**src/rtl/swd_pkg.sv**
```systemverilog
// swd_pkg: register map, codes and timing constants of the system watchdog
package swd_pkg;
	// ---------------------------------------------------------------
	// register offsets (byte addresses)
	// ---------------------------------------------------------------
	localparam logic [11:0] MODE_OFFSET = 12'h000;
	localparam logic [11:0] CODE_OFFSET = 12'h004;
	localparam logic [11:0] STATUS_OFFSET = 12'h008;
	localparam logic [11:0] COUNT_OFFSET = 12'h00C;
	localparam int ADDR_MSB = 11;
	localparam int ADDR_LSB = 2;
	// ---------------------------------------------------------------
	// mode register fields
	// ---------------------------------------------------------------
	localparam int ENABLE_BIT = 7;
	localparam int PERIOD_MSB = 6;
	localparam int PERIOD_LSB = 4;
	localparam int RSVD_BIT = 2;
	localparam int ACTION_BIT = 1;
	localparam logic [7:0] MODE_RESET = 8'h82;
	localparam logic [7:0] MODE_WMASK = 8'hF6;
	// ---------------------------------------------------------------
	// control codes
	// ---------------------------------------------------------------
	localparam logic [7:0] CODE_DISABLE = 8'hB1;
	localparam logic [7:0] CODE_CLEAR = 8'h4E;
	// ---------------------------------------------------------------
	// counter and timing
	// ---------------------------------------------------------------
	localparam int CNT_W = 25;
	localparam logic [2:0] PERIOD_MAX = 3'h5;
	localparam int PERIOD_LOG2_MIN = 15;
	localparam int PERIOD_LOG2_STEP = 2;
	localparam int RESET_STATES = 32;
	localparam logic [5:0] RESET_HOLD = 6'(RESET_STATES);
	localparam int BUSY_CYCLES = 2;
	localparam logic [1:0] BUSY_LOAD = 2'(BUSY_CYCLES);
	// ---------------------------------------------------------------
	// bus response codes
	// ---------------------------------------------------------------
	localparam logic [1:0] RESP_OKAY = 2'h0;
	localparam logic [1:0] RESP_SLVERR = 2'h2;
	// watchdog action state
	typedef enum logic [1:0] {
		SWD_RUN = 2'h0,
		SWD_FIRED = 2'h1,
		SWD_RESET = 2'h3
	} swd_state_t;
endpackage : swd_pkg

```
**src/rtl/swd_watchdog.sv**
```systemverilog
// swd_watchdog: system watchdog timer with AXI4-Lite register slave
//
// The placing of the registers and the AXI4-Lite interface to the registers were chosen for this implementation.
`timescale 1ns/10ps
// Functional notes
// RULE_01: watchdog is a binary up-counter stepped by every system clock.
// RULE_02: three-bit period field selects one of six power-of-two timeouts.
// RULE_03: codes 0..5 give 2^15..2^25 cycles; codes 6 and 7 reserved.
// RULE_04: timeout raises the watchdog interrupt and pulls the timeout pin low.
// RULE_05: software clears the counter before every timeout elapses.
// RULE_06: counting starts at reset release; unused watchdog must be disabled.
// RULE_07: software disables the watchdog before deep stop mode.
// RULE_08: counter freezes while the processor is halted in debug.
// RULE_09: action bit 0: overflow raises the non-maskable interrupt and lowers pin.
// RULE_10: clear code 0x4E returns the timeout pin high.
// RULE_11: action bit 1: overflow resets the chip for 32 states.
// RULE_12: software checks write-status zero before writing mode or code.
// RULE_13: write-status reads 0 when writes accepted, 1 when not.
// RULE_14: disable code write may directly follow the mode write.
// RULE_15: 0xB1 with enable 0 stops and clears; enable 1 restarts.
// RULE_16: clear code zeroes the counter and counting resumes.
// RULE_17: other code values change neither counter nor enable.
module swd_watchdog (
	// clock and reset
	input wire logic clk,
	input wire logic rst_b,
	// axi4-lite write address
	input wire logic [11:0] s_axi_awaddr,
	input wire logic s_axi_awvalid,
	output logic s_axi_awready,
	// axi4-lite write data
	input wire logic [31:0] s_axi_wdata,
	input wire logic [3:0] s_axi_wstrb,
	input wire logic s_axi_wvalid,
	output logic s_axi_wready,
	// axi4-lite write response
	output logic [1:0] s_axi_bresp,
	output logic s_axi_bvalid,
	input wire logic s_axi_bready,
	// axi4-lite read address
	input wire logic [11:0] s_axi_araddr,
	input wire logic s_axi_arvalid,
	output logic s_axi_arready,
	// axi4-lite read data
	output logic [31:0] s_axi_rdata,
	output logic [1:0] s_axi_rresp,
	output logic s_axi_rvalid,
	input wire logic s_axi_rready,
	// debug halt from the processor, asynchronous
	input wire logic debugHalt,
	// watchdog outputs
	output logic timeout_interrupt,
	output logic timeout_out_n,
	output logic wdtResetReq
);
	// ---------------------------------------------------------------
	// state
	// ---------------------------------------------------------------
	typedef struct packed {
		logic [11:0] awAddr;
		logic awHave;
		logic [31:0] wData;
		logic [3:0] wStrb;
		logic wHave;
		logic bValid;
		logic [1:0] bResp;
		logic rValid;
		logic [31:0] rData;
		logic [1:0] rResp;
		logic [7:0] mode;
		logic running;
		logic [1:0] busyCnt;
		logic disPending;
		swd_pkg::swd_state_t st;
		logic [5:0] rstCnt;
		logic irq;
		logic pinLow;
	} swd_watchdog_t;
	swd_watchdog_t s_q;
	swd_watchdog_t s_d;

	logic haltSync;
	logic [swd_pkg::CNT_W-1:0] count;
	logic overflow;
	logic cntRun;
	logic cntClear;
	logic wrFire;
	logic [11:0] wrAddr;
	logic [7:0] codeByte;
	logic isClear;
	logic isDisable;
	logic modeWr;
	logic codeWr;
	logic [7:0] newMode;

	// ---------------------------------------------------------------
	// submodules
	// ---------------------------------------------------------------
	// debug halt comes from another domain, two flops before use
	swd_sync u_sync (
		.clk(clk),
		.rst_b(rst_b),
		.din(debugHalt),
		.dout(haltSync)
	);

	swd_counter u_cnt (
		.clk(clk),
		.rst_b(rst_b),
		.run(cntRun),
		.clear(cntClear),
		.periodSel(s_q.mode[swd_pkg::PERIOD_MSB:swd_pkg::PERIOD_LSB]),
		.count(count),
		.overflow(overflow)
	);

	// ---------------------------------------------------------------
	// write decode
	// ---------------------------------------------------------------
	// a write fires once both address and data are held and no response waits
	always_comb begin
		wrFire = s_q.awHave && s_q.wHave && !s_q.bValid;
		wrAddr = {s_q.awAddr[swd_pkg::ADDR_MSB:swd_pkg::ADDR_LSB], 2'h0};
		codeByte = s_q.wData[7:0];
		// busy drops writes; a code write right after a mode write that clears enable stays allowed
		modeWr = wrFire && s_q.wStrb[0] && (wrAddr == swd_pkg::MODE_OFFSET) && (s_q.busyCnt == '0); // RULE_13
		codeWr = wrFire && s_q.wStrb[0] && (wrAddr == swd_pkg::CODE_OFFSET)
			&& ((s_q.busyCnt == '0) || s_q.disPending); // RULE_14
		isClear = codeWr && (codeByte == swd_pkg::CODE_CLEAR);
		isDisable = codeWr && (codeByte == swd_pkg::CODE_DISABLE) && !s_q.mode[swd_pkg::ENABLE_BIT];
		newMode = (s_q.mode & ~swd_pkg::MODE_WMASK) | (codeByte & swd_pkg::MODE_WMASK);
	end

	// counter steps when running, not halted and not in reset action
	// a cleared enable bit alone does not stop it, so one stray write cannot kill the watchdog
	always_comb begin
		cntRun = s_q.running && !haltSync && (s_q.st != swd_pkg::SWD_RESET); // RULE_08
		cntClear = isClear || isDisable; // RULE_16
	end

	// ---------------------------------------------------------------
	// main next-state
	// ---------------------------------------------------------------
	always_comb begin
		s_d = s_q;
		// write address and data captured independently
		if (s_axi_awvalid && !s_q.awHave) begin
			s_d.awHave = 1'b1;
			s_d.awAddr = s_axi_awaddr;
		end
		if (s_axi_wvalid && !s_q.wHave) begin
			s_d.wHave = 1'b1;
			s_d.wData = s_axi_wdata;
			s_d.wStrb = s_axi_wstrb;
		end
		if (s_q.bValid && s_axi_bready) begin
			s_d.bValid = 1'b0;
		end
		if (s_q.busyCnt != '0) begin
			s_d.busyCnt = s_q.busyCnt - 2'h1;
		end
		if (wrFire) begin
			s_d.awHave = 1'b0;
			s_d.wHave = 1'b0;
			s_d.bValid = 1'b1;
			s_d.bResp = swd_pkg::RESP_OKAY;
			s_d.disPending = 1'b0;
			if (wrAddr > swd_pkg::COUNT_OFFSET) begin
				s_d.bResp = swd_pkg::RESP_SLVERR;
			end
			if (modeWr) begin
				s_d.mode = newMode; // RULE_15
				s_d.busyCnt = swd_pkg::BUSY_LOAD;
				s_d.disPending = !newMode[swd_pkg::ENABLE_BIT];
				// setting the enable bit restarts at once; clearing it only arms the disable code
				if (newMode[swd_pkg::ENABLE_BIT]) begin
					s_d.running = 1'b1; // RULE_15
				end
			end
			if (isDisable) begin
				s_d.running = 1'b0; // RULE_15
			end
			// only the two codes take effect; other values leave busy, counter and enable alone
			if (isClear || isDisable) begin
				s_d.busyCnt = swd_pkg::BUSY_LOAD; // RULE_17
			end
		end
		// read channel
		if (s_q.rValid && s_axi_rready) begin
			s_d.rValid = 1'b0;
		end
		if (s_axi_arvalid && !s_q.rValid) begin
			s_d.rValid = 1'b1;
			s_d.rResp = swd_pkg::RESP_OKAY;
			s_d.rData = '0;
			case ({s_axi_araddr[swd_pkg::ADDR_MSB:swd_pkg::ADDR_LSB], 2'h0})
				swd_pkg::MODE_OFFSET: s_d.rData[7:0] = s_q.mode;
				swd_pkg::CODE_OFFSET: s_d.rData = '0;
				swd_pkg::STATUS_OFFSET: s_d.rData[0] = (s_q.busyCnt != '0); // RULE_13
				swd_pkg::COUNT_OFFSET: s_d.rData[swd_pkg::CNT_W-1:0] = count;
				default: s_d.rResp = swd_pkg::RESP_SLVERR;
			endcase
		end
		// overflow action, clear code releases the pin
		case (s_q.st)
			swd_pkg::SWD_RUN: begin
				if (overflow && s_q.mode[swd_pkg::ACTION_BIT]) begin
					s_d.st = swd_pkg::SWD_RESET; // RULE_11
					s_d.rstCnt = swd_pkg::RESET_HOLD;
				end else if (overflow) begin
					s_d.st = swd_pkg::SWD_FIRED;
					s_d.irq = 1'b1; // RULE_09
					s_d.pinLow = 1'b1; // RULE_04
				end
			end
			swd_pkg::SWD_FIRED: begin
				s_d.irq = 1'b0;
				if (isClear || isDisable) begin
					s_d.st = swd_pkg::SWD_RUN;
					s_d.pinLow = 1'b0; // RULE_10
				end
			end
			swd_pkg::SWD_RESET: begin
				s_d.rstCnt = s_q.rstCnt - 6'h1;
				if (s_q.rstCnt == 6'h1) begin
					// chip reset is expected to reset us too; fall back to defaults
					s_d.st = swd_pkg::SWD_RUN;
					s_d.mode = swd_pkg::MODE_RESET;
					s_d.running = 1'b1;
				end
			end
			default: s_d.st = swd_pkg::SWD_RUN;
		endcase
		// a clear in the same cycle as a new overflow cannot be lost: counter clear precludes it
	end

	// ---------------------------------------------------------------
	// registers
	// ---------------------------------------------------------------
	// mode resets enabled so counting begins at release
	always_ff @(posedge clk or negedge rst_b) begin
		if (!rst_b) begin
			s_q <= '0;
			s_q.mode <= swd_pkg::MODE_RESET; // RULE_06
			s_q.running <= 1'b1;
			s_q.st <= swd_pkg::SWD_RUN;
		end else begin
			s_q <= s_d;
		end
	end

	// ---------------------------------------------------------------
	// outputs
	// ---------------------------------------------------------------
	assign s_axi_awready = !s_q.awHave;
	assign s_axi_wready = !s_q.wHave;
	assign s_axi_bvalid = s_q.bValid;
	assign s_axi_bresp = s_q.bResp;
	assign s_axi_arready = !s_q.rValid;
	assign s_axi_rvalid = s_q.rValid;
	assign s_axi_rdata = s_q.rData;
	assign s_axi_rresp = s_q.rResp;
	assign timeout_interrupt = s_q.irq;
	assign timeout_out_n = !s_q.pinLow;
	assign wdtResetReq = (s_q.st == swd_pkg::SWD_RESET); // RULE_11
endmodule : swd_watchdog

```
**src/rtl/swd_sync.sv**
```systemverilog
// swd_sync: two-flop synchroniser for the debug halt level
`timescale 1ns/10ps
module swd_sync (
	// clock and reset
	input wire logic clk,
	input wire logic rst_b,
	// level in and out
	input wire logic din,
	output logic dout
);
	typedef struct packed {
		logic stage1;
		logic stage2;
	} swd_sync_t;
	swd_sync_t s_q;
	swd_sync_t s_d;

	// first stage feeds only the second
	always_comb begin
		s_d.stage1 = din;
		s_d.stage2 = s_q.stage1;
	end

	always_ff @(posedge clk or negedge rst_b) begin
		if (!rst_b) begin
			s_q <= '0;
		end else begin
			s_q <= s_d;
		end
	end

	assign dout = s_q.stage2;
endmodule : swd_sync

```
**src/rtl/swd_counter.sv**
```systemverilog
// swd_counter: binary up-counter with clear and freeze, overflow pulse per period
`timescale 1ns/10ps
module swd_counter (
	// clock and reset
	input wire logic clk,
	input wire logic rst_b,
	// control
	input wire logic run,
	input wire logic clear,
	input wire logic [2:0] periodSel,
	// status
	output logic [swd_pkg::CNT_W-1:0] count,
	output logic overflow
);
	typedef struct packed {
		logic [swd_pkg::CNT_W-1:0] cnt;
	} swd_counter_t;
	swd_counter_t c_q;
	swd_counter_t c_d;
	logic [swd_pkg::CNT_W-1:0] lastVal;
	logic [4:0] log2Len;

	// terminal count for 2^(15+2k) cycles, reserved codes use the longest
	always_comb begin
		if (periodSel > swd_pkg::PERIOD_MAX) begin
			log2Len = 5'(swd_pkg::CNT_W); // RULE_03
		end else begin
			log2Len = 5'(swd_pkg::PERIOD_LOG2_MIN + swd_pkg::PERIOD_LOG2_STEP * int'(periodSel)); // RULE_03
		end
		lastVal = ~({swd_pkg::CNT_W{1'b1}} << log2Len);
	end

	// clear wins over counting; wrap at the selected period
	always_comb begin
		c_d = c_q;
		if (clear) begin
			c_d.cnt = '0;
		end else if (run) begin
			if (c_q.cnt >= lastVal) begin
				c_d.cnt = '0;
			end else begin
				c_d.cnt = c_q.cnt + 1'b1; // RULE_01
			end
		end
	end

	always_ff @(posedge clk or negedge rst_b) begin
		if (!rst_b) begin
			c_q <= '0;
		end else begin
			c_q <= c_d;
		end
	end

	assign count = c_q.cnt;
	assign overflow = run && !clear && (c_q.cnt >= lastVal); // RULE_02
endmodule : swd_counter

```
**config.mk**
```make
export PLATFORM = sky130hd
export DESIGN_NAME = swd_watchdog
export DESIGN_NICKNAME = d
export VERILOG_FILES = /design/src/rtl/swd_pkg.sv /design/src/rtl/swd_watchdog.sv /design/src/rtl/swd_sync.sv /design/src/rtl/swd_counter.sv
export SDC_FILE = /design/constraint.sdc
export NUM_CORES = 1
export LEC_CHECK = 0
export BUFFER_PORTS_ARGS = -buffer_cell sky130_fd_sc_hd__buf_2
export CORE_MARGIN = 4
export CORE_UTILIZATION = 35
export CTS_BUF_LIST = sky130_fd_sc_hd__clkbuf_2 sky130_fd_sc_hd__clkbuf_4 sky130_fd_sc_hd__clkbuf_8
export DETAILED_ROUTE_END_ITERATION = 7
export PLACE_DENSITY = 0.58
export SETUP_SLACK_MARGIN = 0.2
export SLEW_MARGIN = 20
export SYNTH_ARGS = -nofsm -noshare
export SYNTH_HDL_FRONTEND = slang
export SYNTH_SLANG_ARGS = --single-unit
```
**constraint.sdc**
```tcl
create_clock -name clk -period 3 [get_ports clk]
set_clock_uncertainty 0.05 [all_clocks]
set_input_delay 0.15 -clock clk [delete_from_list [all_inputs] [get_ports clk]]
set_output_delay 0.15 -clock clk [all_outputs]
set_load 0.05 [all_outputs]
```
==> results of run 1 <==
## layer usage
layer | vias up | track usage, % | part of all wire [%]
met5 | - | 0 | 0
met4 | 0 | 5.66 | 1.0
met3 | 12 | 3.55 | 3.8
met2 | 97 | 26.0 | 51
met1 | 2227 | 19.9 | 44
li1 | 2251 | - | -
## worst min-delay path, stage by stage
cell     delay (ns)
buf_2          0.11
o21ai_0        0.09
nand3_1        0.09
o21ai_0        0.07
## kinds of logic after synthesis
| logic type | share of synthesized area, % |
|---|---|
| flops | 45.2 |
| xor+xnor | 0.814 |
| buf+inv | 8.69 |
| mux | 4.35 |
| compound gates | 13.2 |
| other cells | 0.0697 |
| fa+ha+maj | 5.35 |
| simple gates | 22.4 |
## cells in the final DEF, fill, tap and decap left out, drive strengths merged, types with 7 or more instances in the layout
cell | synthesis | final
buf | 44 | 127
nand2 | 105 | 105
dfrtp | 94 | 94
o21ai | 44 | 44
nand3 | 30 | 30
dlygate4sd3 | 0 | 26
a21oi | 24 | 24
ha | 23 | 23
nor2 | 21 | 21
mux2 | 19 | 19
nor3 | 19 | 19
inv | 15 | 17
or4 | 15 | 15
nand4 | 12 | 12
clkbuf | 21 | 10
conb | 1 | 9
a31oi | 8 | 8
nor4 | 7 | 7
## power by group
group	internal (W)	leakage, nW	switching (W)
registers	0.00148	1.28	0.000131
logic	0.000346	1.66	0.000430
clock network	0.000409	0.0954	0.000467
total	0.00224	3.04	0.00103
## cell type report
class	count	area share [%]
clock buffer	10	1.99
clock inverter	5	0.905
inverter	16	0.905
multi-input combinational	415	41.2
sequential	97	35.2
tap	188	3.40
timing repair buffer	153	16.4
## timing repair
| item | in CTS | in global routing |
|---|---|---|
| hold buffers | 26 | 0 |
| setup buffers | 15 | 3 |
| resized for setup | 41 | 25 |
| pin swaps | 24 | 16 |
| hold endpoints to repair | 103 | 0 |
| gates cloned | 1 | 0 |
| endpoints found under the setup margin | 35 | 35 |
## flip-flops by register name, summed over array words and instances, names as in the netlist
name	flops
u_sync.s_d	1
s_axi_rdata	25
u_cnt.count	25
timeout_interrupt	1
s_axi_bresp	1
s_q	32
s_axi_bvalid	1
s_axi_rresp	1
u_sync.dout	1
codeByte	8
s_axi_rvalid	1
## metrics by stage
step / TNS, ns / cell area (µm²)
2_1_floorplan: -1.02 / 5500
5_1_grt: -10.45 / 6910
4_1_cts: -5.35 / 6740
3_5_place_dp: -7.51 / 5960
6_report: -4.62 / 6910
3_3_place_gp: -3.21 / 5960
## how the worst max path moves through the flow
| stage | from | end | cells after the start |
|---|---|---|---|
| 6_report | s_q[18]$_DFF_PN0_ | u_cnt.count[5]$_DFFE_PN0P_ | 14 |
| 5_1_grt | s_q[18]$_DFF_PN0_ | u_cnt.count[5]$_DFFE_PN0P_ | 13 |
| 4_1_cts | s_q[18]$_DFF_PN0_ | u_cnt.count[4]$_DFFE_PN0P_ | 15 |
| 3_5_place_dp | s_q[18]$_DFF_PN0_ | s_q[6]$_DFFE_PN0P_ | 17 |
| 3_3_place_gp | s_q[18]$_DFF_PN0_ | s_q[6]$_DFFE_PN0P_ | 15 |
| 2_1_floorplan | s_q[20]$_DFF_PN0_ | u_cnt.count[12]$_DFFE_PN0P_ | 12 |
==> flow_summary.yaml, run 1 <==
routing:
  routed_via_density: 5.19
  wl_um: 13200
  drc: 0
  wl_per_cell_um: 14.9
  first_pass_iters: 4
  vias: 4587
  postRouteAntennaNets: 0
  drtIter0Drc: 253
final_layout:
  fin_cells: 884
  nFillCells: 1440
  layout-drive-gt1-share_pct: 32.5
  regArea_mm2: 0.00243
  nets: 783
  multi_input_area_mm2: 0.00285
  antenna_cells: 0
  syn2layout_area_growth_pct: 28.3
  final_core_util_pct: 45.6
synth:
  netlist.area_leader.share_pct: 43.7
  synthFlopType: "dfrtp_1"
  syn_inst: 585
  syn_area_mm2: 0.00538
  synth.most_common_cell: "nand2_1"
  netlist_top_cells_area: "dfrtp_1 44%, nand2_1 7.3%, ha_1 5.3%"
  yosys-top-cells-count: "104 x nand2_1, 94 x dfrtp_1, 41 x o21ai_0"
  syn_area_per_cell_um2: 9.20
  ys_seq_area_share_pct: 45.2
  yosys.area.top_type: "dfrtp_1"
  ys_ff_latch: 97
  synth_edf_count: 0
  synthArstFlopShare_pct: 100
  synth_cell_types: 59
  yosys_warnings: 0
floorplan:
  dieArea_mm2: 0.0174
  die_y_um: 132
  initial_core_util_pct: 35.5
  rows: 45
  die_x_um: 132
  ios: 112
  design.core.area_mm2: 0.0151
placement:
  port_buffers: 71
  dp.cells: 824
  gp_routability_congestion: 0.821
  hpwlAfterDp_um: 9220
  dpl_worst_slack_ns: -0.406
sta:
  setup_viol: 29
  setup_ws_ns: -0.314
  fin_crit_sh_pct: 110
  period_minus_slack_ns: 3.31
  max_freq_mhz: 302
  whs_ns: 0.124
  slew_violations: 0
  worst_slew_pin_slew_ns: 0.855
  slew_headroom_pct: 42.9
  hold_viol: 0
  rsz0062_at_grt: "yes"
global_routing:
  grt_pass1_wl_um: 22500
  grt_usage_pct: 15.6
  overflow: 0
  antenna_found_initial: 0
  grt_max_degree: 83
  grt_pass1_vias: 4662
clock_network:
  clockBufferDepth: 2
  cts_tree: "yes"
  clk_pin_slew_ns: 0.10
  cts.sinks: 97
  cts-buffers-inserted: 9
  h-tree-depth: 3
  clock-root-buffer: "clkbuf_8"
  clkLatencyLatePin_ns: 0.38
setup_path:
  reg2reg_to: "u_cnt.count[5]$_DFFE_PN0P_"
  r2r_setup_slack_ns: -0.31
  slowest_delay_ns: 0.44
  endpoint_kind: "register"
  cp-start-kind: "register"
  crit_family: "compound AO/OA/AOI/OAI gates"
  crit_chain: "inv_2, ha_4, buf_6, inv_4, a21boi_4, ha_4, a21o_1, a21oi_2, nor2b_1, o31a_2, or3_4, buf_6, or4_4, a31oi_4"
  reg2reg_depth: 14
  cp.required_ns: 3.24
  cpMaxStageDelayCell: "dfrtp_1"
  cp_max_fo: 6
  worstPathArrival_ns: 3.56
  worstSetupPathType: "reg2reg"
  rr_startpoint: "s_q[18]$_DFF_PN0_"
  critPathBufInv: 4
min_path:
  hold_end: "s_axi_rdata[0]$_DFFE_PN0P_"
  min_path_cells: 4
  min_from: "s_axi_araddr[2]"
  hp-class: "in2reg"
run_status:
  violations: "setup timing"
  status: "complete, but fails checks"
power_and_ir_drop:
  powerDensity_mw_per_mm2: 473
  leakagePower_nw: 3.04
  ir_drop_uv: 352
  finalPower_w: 0.00327
flow_run:
  max_cap_viol_count: 0
(Power assumes the default switching activity.)
==> inputs of run 2 (changes only) <==
- PLACE_DENSITY: 0.58 -> 0.63
==> flow_summary.yaml, run 2 (same netlist as run 1, synthesis figures left out) <==
run_status:
  status: "complete, but fails checks"
  violations: "setup timing"
sta:
  worst_slew_pin_slew_ns: 0.861
  hold_viol: 0
  whs_ns: 0.0325
  max_freq_mhz: 312
  fin_crit_sh_pct: 107
  setup_viol: 35
  slew_violations: 0
  slew_headroom_pct: 42.6
  setup_ws_ns: -0.206
  rsz0062_at_grt: "yes"
  period_minus_slack_ns: 3.21
clock_network:
  cts_tree: "yes"
  cts-buffers-inserted: 9
  h-tree-depth: 3
  clkLatencyLatePin_ns: 0.38
  clockBufferDepth: 2
  clk_pin_slew_ns: 0.09
  cts.sinks: 97
  clock-root-buffer: "clkbuf_8"
floorplan:
  initial_core_util_pct: 35.5
  design.core.area_mm2: 0.0151
  rows: 45
  ios: 112
  die_x_um: 132
  dieArea_mm2: 0.0174
  die_y_um: 132
final_layout:
  final_cell_mix: "103 x nand2_1, 93 x dfrtp_1, 70 x buf_2, 40 x buf_4, 33 x o21ai_0"
  nets: 779
  layout-drive-gt1-share_pct: 31.9
  antenna_cells: 0
  final_common_cell: "nand2_1"
  regMostFlops: "s_q"
  largest_register_ffs: 32
  syn2layout_area_growth_pct: 27.9
setup_path:
  cp_max_fo: 7
  worstSetupPathType: "reg2reg"
  r2r_setup_slack_ns: -0.21
  reg2reg_depth: 12
  worstPathArrival_ns: 3.45
  endpoint_kind: "register"
  rr_startpoint: "s_q[18]$_DFF_PN0_"
  cp.required_ns: 3.25
  reg2reg_to: "u_cnt.count[5]$_DFFE_PN0P_"
  cp-start-kind: "register"
global_routing:
  overflow: 0
  grt_usage_pct: 15.3
  antenna_found_initial: 0
  grt_pass1_vias: 4579
  grt_max_degree: 69
  grt_pass1_wl_um: 22100
placement:
  port_buffers: 71
  hpwlAfterDp_um: 9470
  gp_routability_congestion: 0.901
routing:
  postRouteAntennaNets: 0
  wl_per_cell_um: 15.2
  vias: 4562
  first_pass_iters: 4
  wl_um: 13400
  drtIter0Drc: 253
  drc: 0
  routed_via_density: 5.18
power_and_ir_drop:
  p_sw_w: 0.00102
  p_int_w: 0.00232
  leakagePower_nw: 3.05
  swShare_pct: 30.6
  powerDensity_mw_per_mm2: 486
  pwr-share-comb_pct: 23.2
  finalPower_w: 0.00335
  seqPwrFrac_pct: 48.3
  p_clk_share_pct: 28.5
  ir_drop_uv: 415
flow_run:
  max_cap_viol_count: 0
min_path:
  min_path_cells: 3
  min_from: "s_axi_araddr[3]"
  hold_end: "s_axi_rdata[0]$_DFFE_PN0P_"
  hp-class: "in2reg"
## run 2: cell count changes in the layout (fill, tap and decap cells not counted), moves of 3 or more
cell,previous run,this run
a21oi_1,19,16
o311ai_1,0,3
or4_1,10,14
or4_4,5,1
o311ai_2,3,0
a21oi_2,5,8
## run 2: worst max-delay path: stages, from the launching register on
cell and delay, ns:
dfrtp_2 0.42, inv_2 0.06, ha_4 0.19, buf_6 0.13, nor4_4 0.31, ha_1 0.32
nand2_1 0.08, or4b_1 0.11, a21boi_1 0.06, o31a_2 0.32, or3_4 0.43, or4_4 0.45
a31oi_4 0.19
## run 2: metal layers
layer	part of all wire [%]	vias to the layer above	GRT usage [%]
li1	-	2256	-
met1	44	2172	19.0
met2	50	116	26.1
met3	4.9	18	3.63
met4	1.2	0	5.02
met5	0	-	0
## run 2: worst max path at each step
stage,from,endpoint,slack [ns],cells after the start
after floorplan,s_q[20]$_DFF_PN0_,u_cnt.count[12]$_DFFE_PN0P_,-0.13,12
after global placement,s_q[18]$_DFF_PN0_,timeout_interrupt$_DFFE_PN0P_,-0.14,16
after global routing,s_q[18]$_DFF_PN0_,u_cnt.count[5]$_DFFE_PN0P_,-0.31,11
after detailed placement,s_q[18]$_DFF_PN0_,u_cnt.count[5]$_DFFE_PN0P_,-0.23,13
after CTS,s_q[18]$_DFF_PN0_,u_cnt.count[5]$_DFFE_PN0P_,-0.14,11
final,s_q[18]$_DFF_PN0_,u_cnt.count[5]$_DFFE_PN0P_,-0.21,12
## run 2: power by group through the flow
stage,Combinational [W],Sequential (W),Clock (W)
3_5_place_dp,0.000705,0.00164,0
4_1_cts,0.000772,0.00162,0.000979
5_1_grt,0.000851,0.00164,0.00104
6_report,0.000777,0.00162,0.000953
2_1_floorplan,0.000523,0.00163,0
3_3_place_gp,0.000676,0.00163,0
## run 2: per-stage QoR
step / area [µm²] / instances / setup WS (ns) / util, % / setup TNS (ns)
detailed placement: 5980 / 827 / -0.232 / 39.5 / -4.33
global placement: 5980 / 827 / -0.144 / 39.5 / -2.79
finish: 6890 / 881 / -0.206 / 45.5 / -3.55
floorplan: 5500 / 593 / -0.129 / - / -1.02
CTS: 6670 / 875 / -0.143 / 44.0 / -1.08
global route: 6890 / 881 / -0.312 / 45.5 / -8.66
## run 2: cell type report
cell class	instances	area, µm²
Clock inverter	6	90.1
Fill cell	1452	8260
Clock buffer	10	138
Multi-Input combinational cell	416	2850
Inverter	16	60.1
Tap cell	188	235
Timing Repair Buffer	148	1080
Sequential cell	97	2430
## run 2: timing repair
action | in CTS | in global routing
hold buffers | 25 | 0
endpoints found under the hold margin | 87 | 0
setup buffers | 6 | 5
pin swaps | 19 | 21
gates cloned | 1 | 1
resized for setup | 36 | 32
setup endpoints to repair | 35 | 35
==> inputs of run 3 (changes only) <==
- clock period: 3 -> 2.92 ns (I/O delays scaled with it)
==> flow_summary.yaml, run 3 (same netlist as run 1, synthesis figures left out) <==
run_status:
  status: "complete, but fails checks"
  violations: "setup timing"
sta:
  slew_violations: 0
  hold_viol: 0
  setup_viol: 34
  slew_headroom_pct: 44.2
  setup_ws_ns: -0.247
  fin_crit_sh_pct: 108
  max_freq_mhz: 316
  period_minus_slack_ns: 3.17
  worst_slew_pin_slew_ns: 0.835
  finalSetupTns_ns: -4.60
  whs_ns: 0.111
  rsz0062_at_grt: "yes"
placement:
  dpl_worst_slack_ns: -0.389
  port_buffers: 71
  gp_routability_congestion: 0.889
  hpwlAfterDp_um: 9400
  dp.cells: 827
floorplan:
  die_x_um: 132
  die_y_um: 132
  dieArea_mm2: 0.0174
  ios: 112
  design.core.area_mm2: 0.0151
  rows: 45
  initial_core_util_pct: 35.5
routing:
  wl_per_cell_um: 15.2
  vias: 4627
  wl_um: 13400
  first_pass_iters: 5
  postRouteAntennaNets: 0
  drtIter0Drc: 289
  routed_via_density: 5.25
  drc: 0
setup_path:
  worstPathArrival_ns: 3.42
  cp_max_fo: 6
  cp.required_ns: 3.17
  cp-start-kind: "register"
  endpoint_kind: "register"
  worstSetupPathType: "reg2reg"
power_and_ir_drop:
  powerDensity_mw_per_mm2: 508
  seqPwrFrac_pct: 48.0
  swShare_pct: 31.4
  pwr-share-comb_pct: 23.6
  p_sw_w: 0.00109
  ir_drop_uv: 308
  p_clk_share_pct: 28.4
  leakagePower_nw: 3.01
  p_int_w: 0.00239
  finalPower_w: 0.00347
clock_network:
  clkLatencyLatePin_ns: 0.38
  clockBufferDepth: 2
  cts_tree: "yes"
  cts-buffers-inserted: 9
  clk_pin_slew_ns: 0.10
  clock-root-buffer: "clkbuf_8"
  cts.sinks: 97
  h-tree-depth: 3
global_routing:
  grt_usage_pct: 15.5
  antenna_found_initial: 0
  overflow: 0
  grt_max_degree: 98
  grt_pass1_wl_um: 22400
  grt_pass1_vias: 4566
final_layout:
  fin_cells: 882
  layout-drive-gt1-share_pct: 31.7
  final_common_cell: "nand2_1"
  antenna_cells: 0
  final_cell_mix: "102 x nand2_1, 93 x dfrtp_1, 70 x buf_2, 46 x buf_4, 36 x o21ai_0"
  regMostFlops: "s_q"
  syn2layout_area_growth_pct: 27.0
  largest_register_ffs: 32
  nets: 780
flow_run:
  max_cap_viol_count: 0
min_path:
  hp-class: "in2reg"
## run 3: cell types whose count changed in the layout (fill, tap and decap cells not counted), moves of 3 or more
cell and change:
a21oi_2 -3, buf_6 -5, o21ai_0 +3, buf_4 +6
o21ai_2 -3
## run 3: layout make-up
class	instances	area [µm²]
Fill cell	1433	8310
Tap cell	188	235
Clock inverter	7	101
Timing Repair Buffer	149	1050
Clock buffer	9	124
Multi-Input combinational cell	416	2830
Inverter	16	60.1
Sequential cell	97	2430
## run 3: per-layer routing
layer | track usage [%] | routed length (µm)
met1 | 20.1 | 5790
met4 | 5.60 | 260
met5 | 0 | 0
met2 | 25.1 | 6550
met3 | 3.89 | 806
## run 3: what timing repair did
| action | CTS | global route |
|---|---|---|
| hold buffers | 26 | 0 |
| pin swaps | 21 | 21 |
| resized for setup | 22 | 31 |
| gates cloned | 1 | 0 |
| hold endpoints to repair | 119 | 0 |
| setup endpoints to repair | 35 | 39 |
| setup buffers | 5 | 7 |
## run 3: through the flow
step	util, %	instance area [µm²]
2_1_floorplan	-	5500
3_3_place_gp	39.5	5980
3_5_place_dp	39.5	5980
4_1_cts	43.6	6610
5_1_grt	45.2	6840
6_report	45.2	6840
## run 3: final timing paths
kind | cells after the start | slack (ns) | endpoint | startpoint
min reg2reg | 0 | 0.31 | u_sync.dout$_DFF_PN0_ | u_sync.s_d[0]$_DFF_PN0_
min | 4 | 0.11 | s_axi_rresp[1]$_DFFE_PN0P_ | s_axi_araddr[6]
max in group asynchronous | 3 | 2.10 | s_q[15]$_DFF_PN1_ | rst_b
max reg2reg | 13 | -0.25 | u_cnt.count[4]$_DFFE_PN0P_ | s_q[18]$_DFF_PN0_
min in group asynchronous | 3 | 0.32 | s_axi_rdata[3]$_DFFE_PN0P_ | rst_b
max | 13 | -0.25 | u_cnt.count[4]$_DFFE_PN0P_ | s_q[18]$_DFF_PN0_
## run 3: power by group through the flow
| stage | sequential, W | combinational [W] | clock, W |
|---|---|---|---|
| final | 0.00167 | 0.000819 | 0.000987 |
| after global routing | 0.00169 | 0.000893 | 0.00107 |
| after CTS | 0.00167 | 0.000786 | 0.00101 |
| after detailed placement | 0.00169 | 0.000720 | 0 |
| after global placement | 0.00168 | 0.000686 | 0 |
| after floorplan | 0.00168 | 0.000537 | 0 |
## run 3: critical path: stages, from the launching register on
cell and delay [ns]:
dfrtp_1 0.43, inv_2 0.06, ha_4 0.29, buf_4 0.12, inv_2 0.05, a21boi_2 0.17, ha_1 0.26, a21o_1 0.17
a21oi_2 0.11, nor2b_1 0.06, o31a_2 0.30, or3_4 0.45, or4_1 0.42, a31oi_1 0.16
